==> src/rtl/mlb_pkg.sv <==
// shared constants and types for the multiplexed local bus master
package mlb_pkg;
  // ----------------------------------------------------------------
  // widths and depths
  // ----------------------------------------------------------------
  localparam int MLB_DATA_W = 32;
  localparam int MLB_BE_W = 4;
  localparam int MLB_WORD_W = MLB_DATA_W + MLB_BE_W;
  localparam int MLB_ADDR_W = 30;
  localparam int MLB_FIFO_DEPTH = 4;
  localparam int MLB_CNT_W = 3;
  // ----------------------------------------------------------------
  // burst length codes carried on the low address lines
  // ----------------------------------------------------------------
  localparam logic [1:0] MLB_SIZE_1W = 2'h0;
  localparam logic [1:0] MLB_SIZE_2W = 2'h1;
  localparam logic [1:0] MLB_SIZE_3W = 2'h2;
  localparam logic [1:0] MLB_SIZE_4W = 2'h3;
  // ----------------------------------------------------------------
  // field positions and reset values
  // ----------------------------------------------------------------
  localparam int MLB_SIZE_LSB = 0;
  localparam int MLB_ADDR_LSB = 2;
  localparam logic [MLB_BE_W-1:0] MLB_BE_ALL = 4'hf;
  localparam logic [MLB_DATA_W-1:0] MLB_DATA_RESET = 32'h0;
  localparam logic [MLB_WORD_W-1:0] MLB_WORD_RESET = 36'h0;
  localparam logic [MLB_ADDR_W-1:0] MLB_ADDR_RESET = 30'h0;
  localparam logic MLB_PHASE_RESET = 1'b0;
  localparam logic MLB_PHASE_LAST = 1'b1;
  localparam logic [MLB_CNT_W-1:0] MLB_CNT_ONE = 3'h1;
  // ----------------------------------------------------------------
  // bus states, one-hot
  // ----------------------------------------------------------------
  typedef enum logic [5:0] {
    MLB_S_IDLE = 6'h01,
    MLB_S_ADDR = 6'h02,
    MLB_S_DATA = 6'h04,
    MLB_S_WAIT = 6'h08,
    MLB_S_RECOV = 6'h10,
    MLB_S_LOCKW = 6'h20
  } mlb_state_t;
  // ----------------------------------------------------------------
  // byte lane check: one lane, aligned pair, or all four
  // ----------------------------------------------------------------
  function automatic logic [MLB_BE_W-1:0] mlb_be_fix(input logic [MLB_BE_W-1:0] be);
    logic ok;
    ok = (be == 4'h1) || (be == 4'h2) || (be == 4'h4) || (be == 4'h8) ||
         (be == 4'h3) || (be == 4'hc) || (be == 4'hf);
    return ok ? be : MLB_BE_ALL;
  endfunction : mlb_be_fix
endpackage : mlb_pkg

==> src/rtl/mlb_master.sv <==
// multiplexed local bus master with its write-word fifo
`timescale 1ns/1ps
// Notes on behaviour
// bus state lasts two input clocks
// address state: word address plus size
// data state: all lines carry data
// address/data lines float when unused
// size code: 00 one to 11 four
// latch strobe low only in address state
// latch strobe floats idle and after access
// address strobe in address state, not in first data state
// address strobe again after each ready but the last
// write/read latched through data states
// direction low reads, high writes
// direction never changes while data enabled
// data enable through data and wait
// agent asserts ready when data valid
// no ready means wait, no strobe
// lock keeps other masters off bus
// locked read waits, then asserts lock
// locked write releases lock in address
// byte enables lead data by one word
// legal byte enables, held during waits
// recovery state after last word

// ------------------------------------------------------------------
// fifo
// ------------------------------------------------------------------
module mlb_fifo #(
  parameter int WIDTH = 36,
  parameter int DEPTH = 4
) (
  // clock and reset
  input wire logic clk,
  input wire logic reset_n,
  // fill side
  input wire logic in_valid,
  input wire logic [WIDTH-1:0] in_data,
  output logic in_ready,
  // drain side
  output logic out_valid,
  output logic [WIDTH-1:0] out_data,
  output logic [WIDTH-1:0] out_peek,
  input wire logic out_ready,
  output logic [$clog2(DEPTH):0] count
);
  localparam int PW = $clog2(DEPTH);
  logic [WIDTH-1:0] mem [DEPTH];
  logic [PW-1:0] wr_ptr_reg;
  logic [PW-1:0] rd_ptr_reg;
  logic [PW:0] count_reg;
  logic in_ready_reg;
  wire push = in_valid && in_ready_reg;
  wire pop = out_ready && (count_reg != '0);
  wire [PW:0] count_next = count_reg + {{PW{1'b0}}, push} - {{PW{1'b0}}, pop};
  wire [PW-1:0] rd_ptr_inc = rd_ptr_reg + {{(PW-1){1'b0}}, 1'b1};

  assign in_ready = in_ready_reg;
  assign out_valid = (count_reg != '0);
  assign out_data = mem[rd_ptr_reg];
  assign out_peek = mem[rd_ptr_inc];
  assign count = count_reg;

  always_ff @(posedge clk) begin
    if (push) begin
      mem[wr_ptr_reg] <= in_data;
    end
  end

  // ready is registered so back-pressure never depends on a comb path
  always_ff @(posedge clk) begin
    if (!reset_n) begin
      wr_ptr_reg <= '0;
      rd_ptr_reg <= '0;
      count_reg <= '0;
      in_ready_reg <= 1'b0;
    end else begin
      wr_ptr_reg <= push ? wr_ptr_reg + {{(PW-1){1'b0}}, 1'b1} : wr_ptr_reg;
      rd_ptr_reg <= pop ? rd_ptr_inc : rd_ptr_reg;
      count_reg <= count_next;
      in_ready_reg <= (count_next != DEPTH[PW:0]);
    end
  end
endmodule : mlb_fifo

// ------------------------------------------------------------------
// bus master
// ------------------------------------------------------------------
module mlb_master (
  // ref_clk is the double-rate bus clock input
  input wire logic ref_clk,
  input wire logic reset_n,
  // command
  input wire logic cmd_valid,
  input wire logic cmd_write,
  input wire logic cmd_rmw,
  input wire logic [mlb_pkg::MLB_ADDR_W-1:0] cmd_addr,
  input wire logic [1:0] cmd_size,
  output logic cmd_accept,
  // word stream: byte enables and write data, one entry per word
  input wire logic wdat_valid,
  input wire logic [mlb_pkg::MLB_BE_W-1:0] wdat_be,
  input wire logic [mlb_pkg::MLB_DATA_W-1:0] wdat_data,
  output logic wdat_ready,
  // read data
  output logic rdat_valid,
  output logic [mlb_pkg::MLB_DATA_W-1:0] rdat_data,
  // multiplexed lines
  input wire logic [mlb_pkg::MLB_DATA_W-1:0] mux_addr_data_lines_in,
  output logic [mlb_pkg::MLB_DATA_W-1:0] mux_addr_data_lines_out,
  output logic mux_addr_data_lines_oe,
  // strobes and qualifiers
  output logic ale_n,
  output logic ale_oe,
  output logic addr_state_strobe_n,
  output logic write_read,
  output logic xfer_direction,
  output logic data_window_enable_n,
  output logic [mlb_pkg::MLB_BE_W-1:0] byte_lane_enable_n,
  input wire logic ready_n,
  // bus lock, open drain
  input wire logic lock_in_n,
  output logic lock_out_n,
  output logic lock_oe
);
  import mlb_pkg::*;

  mlb_state_t state_reg;
  mlb_state_t state_next;
  logic phase_reg;
  logic ready_n_s1, ready_n_s2, lock_n_s1, lock_n_s2;
  logic [MLB_DATA_W-1:0] lad_s1, lad_s2;
  logic wr_reg, rmw_reg, lock_hold_reg;
  logic [MLB_ADDR_W-1:0] addr_reg;
  logic [1:0] size_reg, left_reg;
  logic [MLB_WORD_W-1:0] word_reg;
  logic [MLB_WORD_W-1:0] head_word, peek_word;
  logic [MLB_CNT_W-1:0] fifo_count;
  logic head_valid;
  logic ad_oe_reg, ale_n_reg, ale_oe_reg, ads_n_reg, dt_reg, den_n_reg;
  logic lock_n_reg, accept_reg, rdv_reg;
  logic [MLB_DATA_W-1:0] ad_reg, rdd_reg;
  logic [MLB_BE_W-1:0] be_n_reg;

  // ----------------------------------------------------------------
  // clock division and pin synchronisers
  // ----------------------------------------------------------------
  wire tick = (phase_reg == MLB_PHASE_LAST);
  wire in_idle = (state_reg == MLB_S_IDLE);
  wire in_xfer = (state_reg == MLB_S_DATA) || (state_reg == MLB_S_WAIT);
  wire [MLB_CNT_W-1:0] need = {1'b0, cmd_size} + MLB_CNT_ONE;
  // waiting for every word up front keeps a burst from starving mid-way
  wire start = tick && in_idle && cmd_valid && head_valid && (fifo_count >= need);
  wire cur_write = in_idle ? cmd_write : wr_reg;
  wire cur_rmw = in_idle ? cmd_rmw : rmw_reg;
  wire [MLB_ADDR_W-1:0] cur_addr = in_idle ? cmd_addr : addr_reg;
  wire [1:0] cur_size = in_idle ? cmd_size : size_reg;
  wire lock_busy = !lock_n_s2 && !lock_hold_reg;
  wire rmw_rd_block = cur_rmw && !cur_write && lock_busy;
  wire go_addr = (start || (tick && (state_reg == MLB_S_LOCKW))) && !rmw_rd_block;
  wire word_done = tick && in_xfer && !ready_n_s2;
  wire more = (left_reg != 2'h0);
  wire pop = go_addr || (word_done && more);

  // ----------------------------------------------------------------
  // state machine
  // ----------------------------------------------------------------
  always_comb begin
    state_next = state_reg;
    case (state_reg)
      MLB_S_IDLE: begin
        if (start) begin
          state_next = go_addr ? MLB_S_ADDR : MLB_S_LOCKW;
        end
      end
      MLB_S_LOCKW: begin
        if (go_addr) begin
          state_next = MLB_S_ADDR;
        end
      end
      MLB_S_ADDR: begin
        if (tick) begin
          state_next = MLB_S_DATA;
        end
      end
      MLB_S_DATA, MLB_S_WAIT: begin
        if (word_done) begin
          state_next = more ? MLB_S_DATA : MLB_S_RECOV;
        end else if (tick) begin
          state_next = MLB_S_WAIT;
        end
      end
      MLB_S_RECOV: begin
        if (tick) begin
          state_next = MLB_S_IDLE;
        end
      end
      default: begin
        state_next = MLB_S_IDLE;
      end
    endcase
  end

  // ----------------------------------------------------------------
  // next values of the pins, aligned with the state they belong to
  // ----------------------------------------------------------------
  wire n_addr = (state_next == MLB_S_ADDR);
  wire n_xfer = (state_next == MLB_S_DATA) || (state_next == MLB_S_WAIT);
  wire [MLB_WORD_W-1:0] word_next = pop ? head_word : word_reg;
  // an empty slot shows all lanes, never a stale or unknown value
  wire peek_ok = (fifo_count > MLB_CNT_ONE);
  wire [MLB_BE_W-1:0] peek_be = peek_ok ? peek_word[MLB_WORD_W-1 -: MLB_BE_W] : MLB_BE_ALL;
  wire [MLB_BE_W-1:0] head_be = head_valid ? head_word[MLB_WORD_W-1 -: MLB_BE_W] : MLB_BE_ALL;
  wire [MLB_BE_W-1:0] be_src = word_done && more ? peek_be : head_be;
  wire [MLB_BE_W-1:0] be_sel = n_addr ? word_next[MLB_WORD_W-1 -: MLB_BE_W] : be_src;
  // leaving the address state the enables step on to the second word
  wire be_step = n_addr || word_done || (tick && (state_reg == MLB_S_ADDR));
  wire [MLB_BE_W-1:0] be_hold = be_step ? be_sel : ~be_n_reg;
  wire [MLB_DATA_W-1:0] ad_next = n_addr ? {cur_addr, cur_size} : word_next[MLB_DATA_W-1:0];
  wire ad_oe_next = n_addr || (n_xfer && wr_reg);
  // the strobe stands for the whole bus state, as every other pin does
  wire ads_n_next = tick ? !(n_addr || ((state_next == MLB_S_DATA) && word_done)) : ads_n_reg;
  wire dt_next = go_addr ? cur_write : dt_reg;
  wire lock_next = go_addr ? (cur_rmw ? !cur_write : lock_hold_reg) : lock_hold_reg;

  always_ff @(posedge ref_clk) begin
    if (!reset_n) begin
      phase_reg <= MLB_PHASE_RESET;
      state_reg <= MLB_S_IDLE;
      ready_n_s1 <= 1'b1;
      ready_n_s2 <= 1'b1;
      lock_n_s1 <= 1'b1;
      lock_n_s2 <= 1'b1;
      lad_s1 <= MLB_DATA_RESET;
      lad_s2 <= MLB_DATA_RESET;
    end else begin
      phase_reg <= ~phase_reg;
      state_reg <= state_next;
      ready_n_s1 <= ready_n;
      ready_n_s2 <= ready_n_s1;
      lock_n_s1 <= lock_in_n;
      lock_n_s2 <= lock_n_s1;
      lad_s1 <= mux_addr_data_lines_in;
      lad_s2 <= lad_s1;
    end
  end

  // ----------------------------------------------------------------
  // latched access and the word being transferred
  // ----------------------------------------------------------------
  always_ff @(posedge ref_clk) begin
    if (!reset_n) begin
      wr_reg <= 1'b0;
      rmw_reg <= 1'b0;
      addr_reg <= MLB_ADDR_RESET;
      size_reg <= MLB_SIZE_1W;
      left_reg <= 2'h0;
      word_reg <= MLB_WORD_RESET;
      lock_hold_reg <= 1'b0;
    end else begin
      wr_reg <= start ? cmd_write : wr_reg;
      rmw_reg <= start ? cmd_rmw : rmw_reg;
      addr_reg <= start ? cmd_addr : addr_reg;
      size_reg <= start ? cmd_size : size_reg;
      left_reg <= go_addr ? cur_size : (word_done && more ? left_reg - 2'h1 : left_reg);
      word_reg <= word_next;
      lock_hold_reg <= lock_next;
    end
  end

  // ----------------------------------------------------------------
  // pin registers
  // ----------------------------------------------------------------
  always_ff @(posedge ref_clk) begin
    if (!reset_n) begin
      ad_reg <= MLB_DATA_RESET;
      ad_oe_reg <= 1'b0;
      ale_n_reg <= 1'b1;
      ale_oe_reg <= 1'b0;
      ads_n_reg <= 1'b1;
      dt_reg <= 1'b0;
      den_n_reg <= 1'b1;
      be_n_reg <= ~MLB_BE_ALL;
      lock_n_reg <= 1'b1;
      accept_reg <= 1'b0;
      rdv_reg <= 1'b0;
      rdd_reg <= MLB_DATA_RESET;
    end else begin
      ad_reg <= ad_next;
      ad_oe_reg <= ad_oe_next;
      ale_n_reg <= !n_addr;
      ale_oe_reg <= n_addr || n_xfer;
      ads_n_reg <= ads_n_next;
      dt_reg <= dt_next;
      den_n_reg <= !n_xfer;
      be_n_reg <= ~mlb_be_fix(be_hold);
      lock_n_reg <= !lock_next;
      accept_reg <= start;
      rdv_reg <= word_done && !wr_reg;
      rdd_reg <= word_done && !wr_reg ? lad_s2 : rdd_reg;
    end
  end

  assign mux_addr_data_lines_out = ad_reg;
  assign mux_addr_data_lines_oe = ad_oe_reg;
  assign ale_n = ale_n_reg;
  assign ale_oe = ale_oe_reg;
  assign addr_state_strobe_n = ads_n_reg;
  assign write_read = dt_reg;
  assign xfer_direction = dt_reg;
  assign data_window_enable_n = den_n_reg;
  assign byte_lane_enable_n = be_n_reg;
  assign lock_out_n = lock_n_reg;
  assign lock_oe = lock_hold_reg;
  assign cmd_accept = accept_reg;
  assign rdat_valid = rdv_reg;
  assign rdat_data = rdd_reg;

  mlb_fifo #(
    .WIDTH(MLB_WORD_W),
    .DEPTH(MLB_FIFO_DEPTH)
  ) u_words (
    .clk(ref_clk),
    .reset_n(reset_n),
    .in_valid(wdat_valid),
    .in_data({wdat_be, wdat_data}),
    .in_ready(wdat_ready),
    .out_valid(head_valid),
    .out_data(head_word),
    .out_peek(peek_word),
    .out_ready(pop),
    .count(fifo_count)
  );
endmodule : mlb_master

==> config.mk <==
export PLATFORM = sky130hd
export DESIGN_NAME = mlb_master
export DESIGN_NICKNAME = d
export VERILOG_FILES = /design/src/rtl/mlb_pkg.sv /design/src/rtl/mlb_master.sv
export SDC_FILE = /design/constraint.sdc
export NUM_CORES = 1
export LEC_CHECK = 0
export ABC_AREA = 1
export BUFFER_PORTS_ARGS = -buffer_cell sky130_fd_sc_hd__buf_2
export CAP_MARGIN = 20
export CORE_MARGIN = 2
export CORE_UTILIZATION = 51
export DETAILED_ROUTE_END_ITERATION = 16
export PLACE_DENSITY = 0.86
export SLEW_MARGIN = 20
export SYNTH_ARGS = -nofsm -noshare
export SYNTH_HDL_FRONTEND = slang
export SYNTH_SLANG_ARGS = --single-unit
==> constraint.sdc <==
create_clock -name ref_clk -period 3.3 [get_ports ref_clk]
set_clock_uncertainty 0.2 [all_clocks]
set_input_delay 0.33 -clock ref_clk [delete_from_list [all_inputs] [get_ports ref_clk]]
set_output_delay 0.33 -clock ref_clk [all_outputs]
set_load 0.03 [all_outputs]
==> impl_metrics.toml <==
[synth]
synthArstFlopShare_pct = 0
syn-num-nets = 1565
ys_warn_count = 0
synth_xor_xnor_area_share_pct = 0.1251
synth-compound-area-share_pct = 11.63
seq_area_frac_synth_pct = 64.50
synth_area_leaders = "dfxtp_1, edfxtp_1, nand2_1"
synth_top_area_cell = "dfxtp_1"
synth.avg_cell_area_um2 = 9.700
syn-cell-area_um2 = 14000
synthFlopType = "dfxtp_1"
synthAdderAreaFrac_pct = 1.305
synth_seq_cells = 379
netlist_instances = 1443
synth_edf_count = 144
synth_top_family_by_area = "simple AND/OR/NAND/NOR gates"
synthMuxAreaShare_pct = 0
synth_top_area_share_pct = 33.61
synth-simple-area-share_pct = 16.32
netlist-cell-type-count = 40

[clock_tree]
cts_buffer_depth = 3
clock_latency_ns = 0.53
h-tree-depth = 2
path_clk_slew_ns = 0.06
cts_inserted_buffers = 36
tritoncts = "yes"
cts-root-buf = "clkbuf_16"
cts_setup_buffers = 0
cts.sinks = 379

[critical_path]
critPathArrivalTime_ns = 3.38
crit_family = "buffers and inverters"
cp_slowest_stage_delay_ns = 0.60
worst-path-buf-inv = 6
critPathKind = "input pin to flop"
end_kind = "flop"
slowest_stage = "dlygate4sd3_1"
cp_max_fo = 38
worstPathRequired_ns = 3.51
path_cells = "dlygate4sd3_1 -> ha_4 -> inv_1 -> ha_1 -> a21oi_1 -> nand3_1 -> nand3_2 -> buf_8 -> inv_1 -> buf_6 -> o21ai_1 -> nor2_1 -> dlygate4sd3_1"
cp-start-kind = "input pin"

[detailed_routing]
drc_errors = 0
vias = 11640
final_antenna_net_count = 0
wire_per_inst_um = 18.59
vias_per_cell = 5.545
drt_wl_total_um = 39030
dr.pass1.iters = 7
drt_iter0_markers = 1005

[cells_and_area]
design_area_um2 = 17640
syn_to_final_growth_pct = 26.01
largest_reg_flops = 144
nets = 1852
fillerInstances = 1862
drive_above_1_share_pct = 18.04

[placed_design]
placed_area_um2 = 15250
hpwl_um = 22520
portBuffers = 187
gp_congestion = 0.8779

[timing]
setup_tns_ns = 0
tightest_slew_ns = 0.9492
fmax_mhz = 315.1
setup_violations = 0
maxSlewHeadroom_pct = 36.72
slew_viol_final = 0
period_share_pct = 96.18
fin_crit_ns = 3.174
rsz0062_at_grt = "false"
hold_viol_final = 0

[floorplanning]
die_h_um = 169.7
design.die.area_um2 = 28790
ios = 188
core-area_um2 = 26950
start_util_pct = 51.94
fp.dieW_um = 169.7
rows = 60

[grt]
grt.busiest_layer = "met2"
grt_max_degree = 97
gr-usage-all-layers_pct = 26.98
use_met3_pct = 7.183
overflow = 0
grt_pass1_wl_um = 60820
met2_usage_pct = 44.63
grt_pass1_vias = 11550
antenna_found_initial = 1
met1_usage_pct = 33.07

[outcome]
status = "finished, final reports clean"

[power_and_ir_drop]
ir_drop_mv = 0.5156
power_density_nw_per_um2 = 569.0
p_leak_nw = 7.650

[job]
cap_violations = 0

[worst_hold_path]
hp-class = "input pin to flop"
==> report_power, final <==
part	switching [mW]	leakage [nW]	internal [mW]	total [mW]
clock network	1.75	0.577	2.31	4.06
logic	0.549	3.85	0.315	0.863
registers	0.0730	3.22	5.04	5.12
==> worst reg2reg max path, cell delays in order, from the launching register on <==
cell	delay, ns
dfxtp_1	0.39
inv_1	0.07
nor2_1	0.18
nand3_2	0.23
nand2_1	0.14
nand2_1	0.12
nand3_4	0.14
nand2_4	0.07
nand2_4	0.07
inv_1	0.06
nor2_2	0.12
ha_1	0.24
inv_1	0.06
ha_1	0.13
inv_1	0.05
fa_2	0.34
xnor2_2	0.15
inv_1	0.06
a31oi_1	0.16
==> cell families (layout without fill, tap and decap cells) <==
group / count (synthesis) / after routing
xor+xnor: 2 / 2
flops: 379 / 379
fa+ha+maj: 14 / 14
other cells: 0 / 1
simple gates: 552 / 552
buf+inv: 212 / 526
compound gates: 284 / 284
==> layer usage <==
layer / wire length (µm) / up-vias / share of wire (%)
met4: 1808 / 0 / 4.6
met1: 14690 / 5413 / 38
met5: 0 / - / 0
li1: - / 5360 / -
met3: 4155 / 152 / 11
met2: 18380 / 714 / 47
==> cell usage in the layout, fill, tap and decap left out, types with 3 or more instances in the layout <==
cell type / count
o211ai_1: 3
dfxtp_1: 234
buf_2: 184
nor2_1: 215
o21ai_0: 119
clkbuf_16: 38
nand3_2: 4
o221ai_1: 32
nor3_1: 5
inv_2: 8
nand2_1: 264
nand3_1: 25
o21ai_1: 34
buf_4: 24
nand2_2: 5
nand4_1: 8
nor2_4: 9
inv_1: 125
o22a_1: 3
edfxtp_1: 144
a21oi_1: 55
nand2_4: 4
ha_1: 11
a31oi_1: 31
clkbuf_1: 6
clkinv_2: 9
clkbuf_8: 5
nor2_2: 3
or2_2: 7
dlygate4sd3_1: 115
==> final timing paths <==
| path | slack [ns] | from | depth (start not counted) | to |
|---|---|---|---|---|
| min | 0.03 | reset_n | 3 | flop |
| max reg2reg | 0.26 | state_reg[0] | 18 | u_words.in_ready |
| min reg2reg | 0.22 | lad_s1[29] | 2 | lad_s2[29] |
| max | 0.13 | cmd_size[0] | 13 | addr_reg[5] |
==> timing repair <==
action,CTS,global route
resized for setup,0,11
setup endpoints to repair,0,51
hold endpoints to repair,241,0
hold buffers,116,0
==> cell type report <==
class	count	area, µm²	area share (%)
sequential	379	9030	51.20
multi-input combinational	852	4183	23.71
timing repair buffer	328	2338	13.26
clock buffer	49	1042	5.909
inverter	133	499.2	2.830
tap	341	426.7	2.419
clock inverter	16	116.4	0.6597
antenna	1	2.502	0.01419
==> metrics by stage <==
| step | hold slack, ns | power (mW) | instances | util, % | worst slack (ns) |
|---|---|---|---|---|---|
| 5_1_grt | 0.05112 | 10.33 | 2099 | 65.45 | 0.02419 |
| 3_3_place_gp | 0.1918 | 5.881 | 1918 | 56.57 | 0.1115 |
| 4_1_cts | 0.002729 | 9.984 | 2099 | 65.18 | 0.05449 |
| 2_1_floorplan | 0.1905 | 5.638 | 1443 | - | 0.01184 |
| 6_report | 0.02768 | 10.04 | 2099 | 65.45 | 0.1261 |
| 3_5_place_dp | 0.1947 | 5.915 | 1918 | 56.57 | 0.06861 |
==> synth_stat cells, types with 2 or more instances <==
cell type / instances
a211oi_1: 2
a21oi_1: 55
a31oi_1: 31
buf_2: 3
buf_4: 7
buf_6: 4
clkbuf_1: 64
dfxtp_1: 235
edfxtp_1: 144
ha_1: 13
inv_1: 127
inv_2: 5
nand2_1: 265
nand2_2: 4
nand2_4: 4
nand3_1: 25
nand3_2: 4
nand4_1: 8
nor2_1: 220
nor2_2: 2
nor2_4: 5
nor3_1: 5
o211ai_1: 3
o21ai_0: 120
o21ai_1: 33
o221ai_1: 32
o22a_1: 3
o31ai_1: 2
or2_2: 7
(Power assumes the default switching activity.)
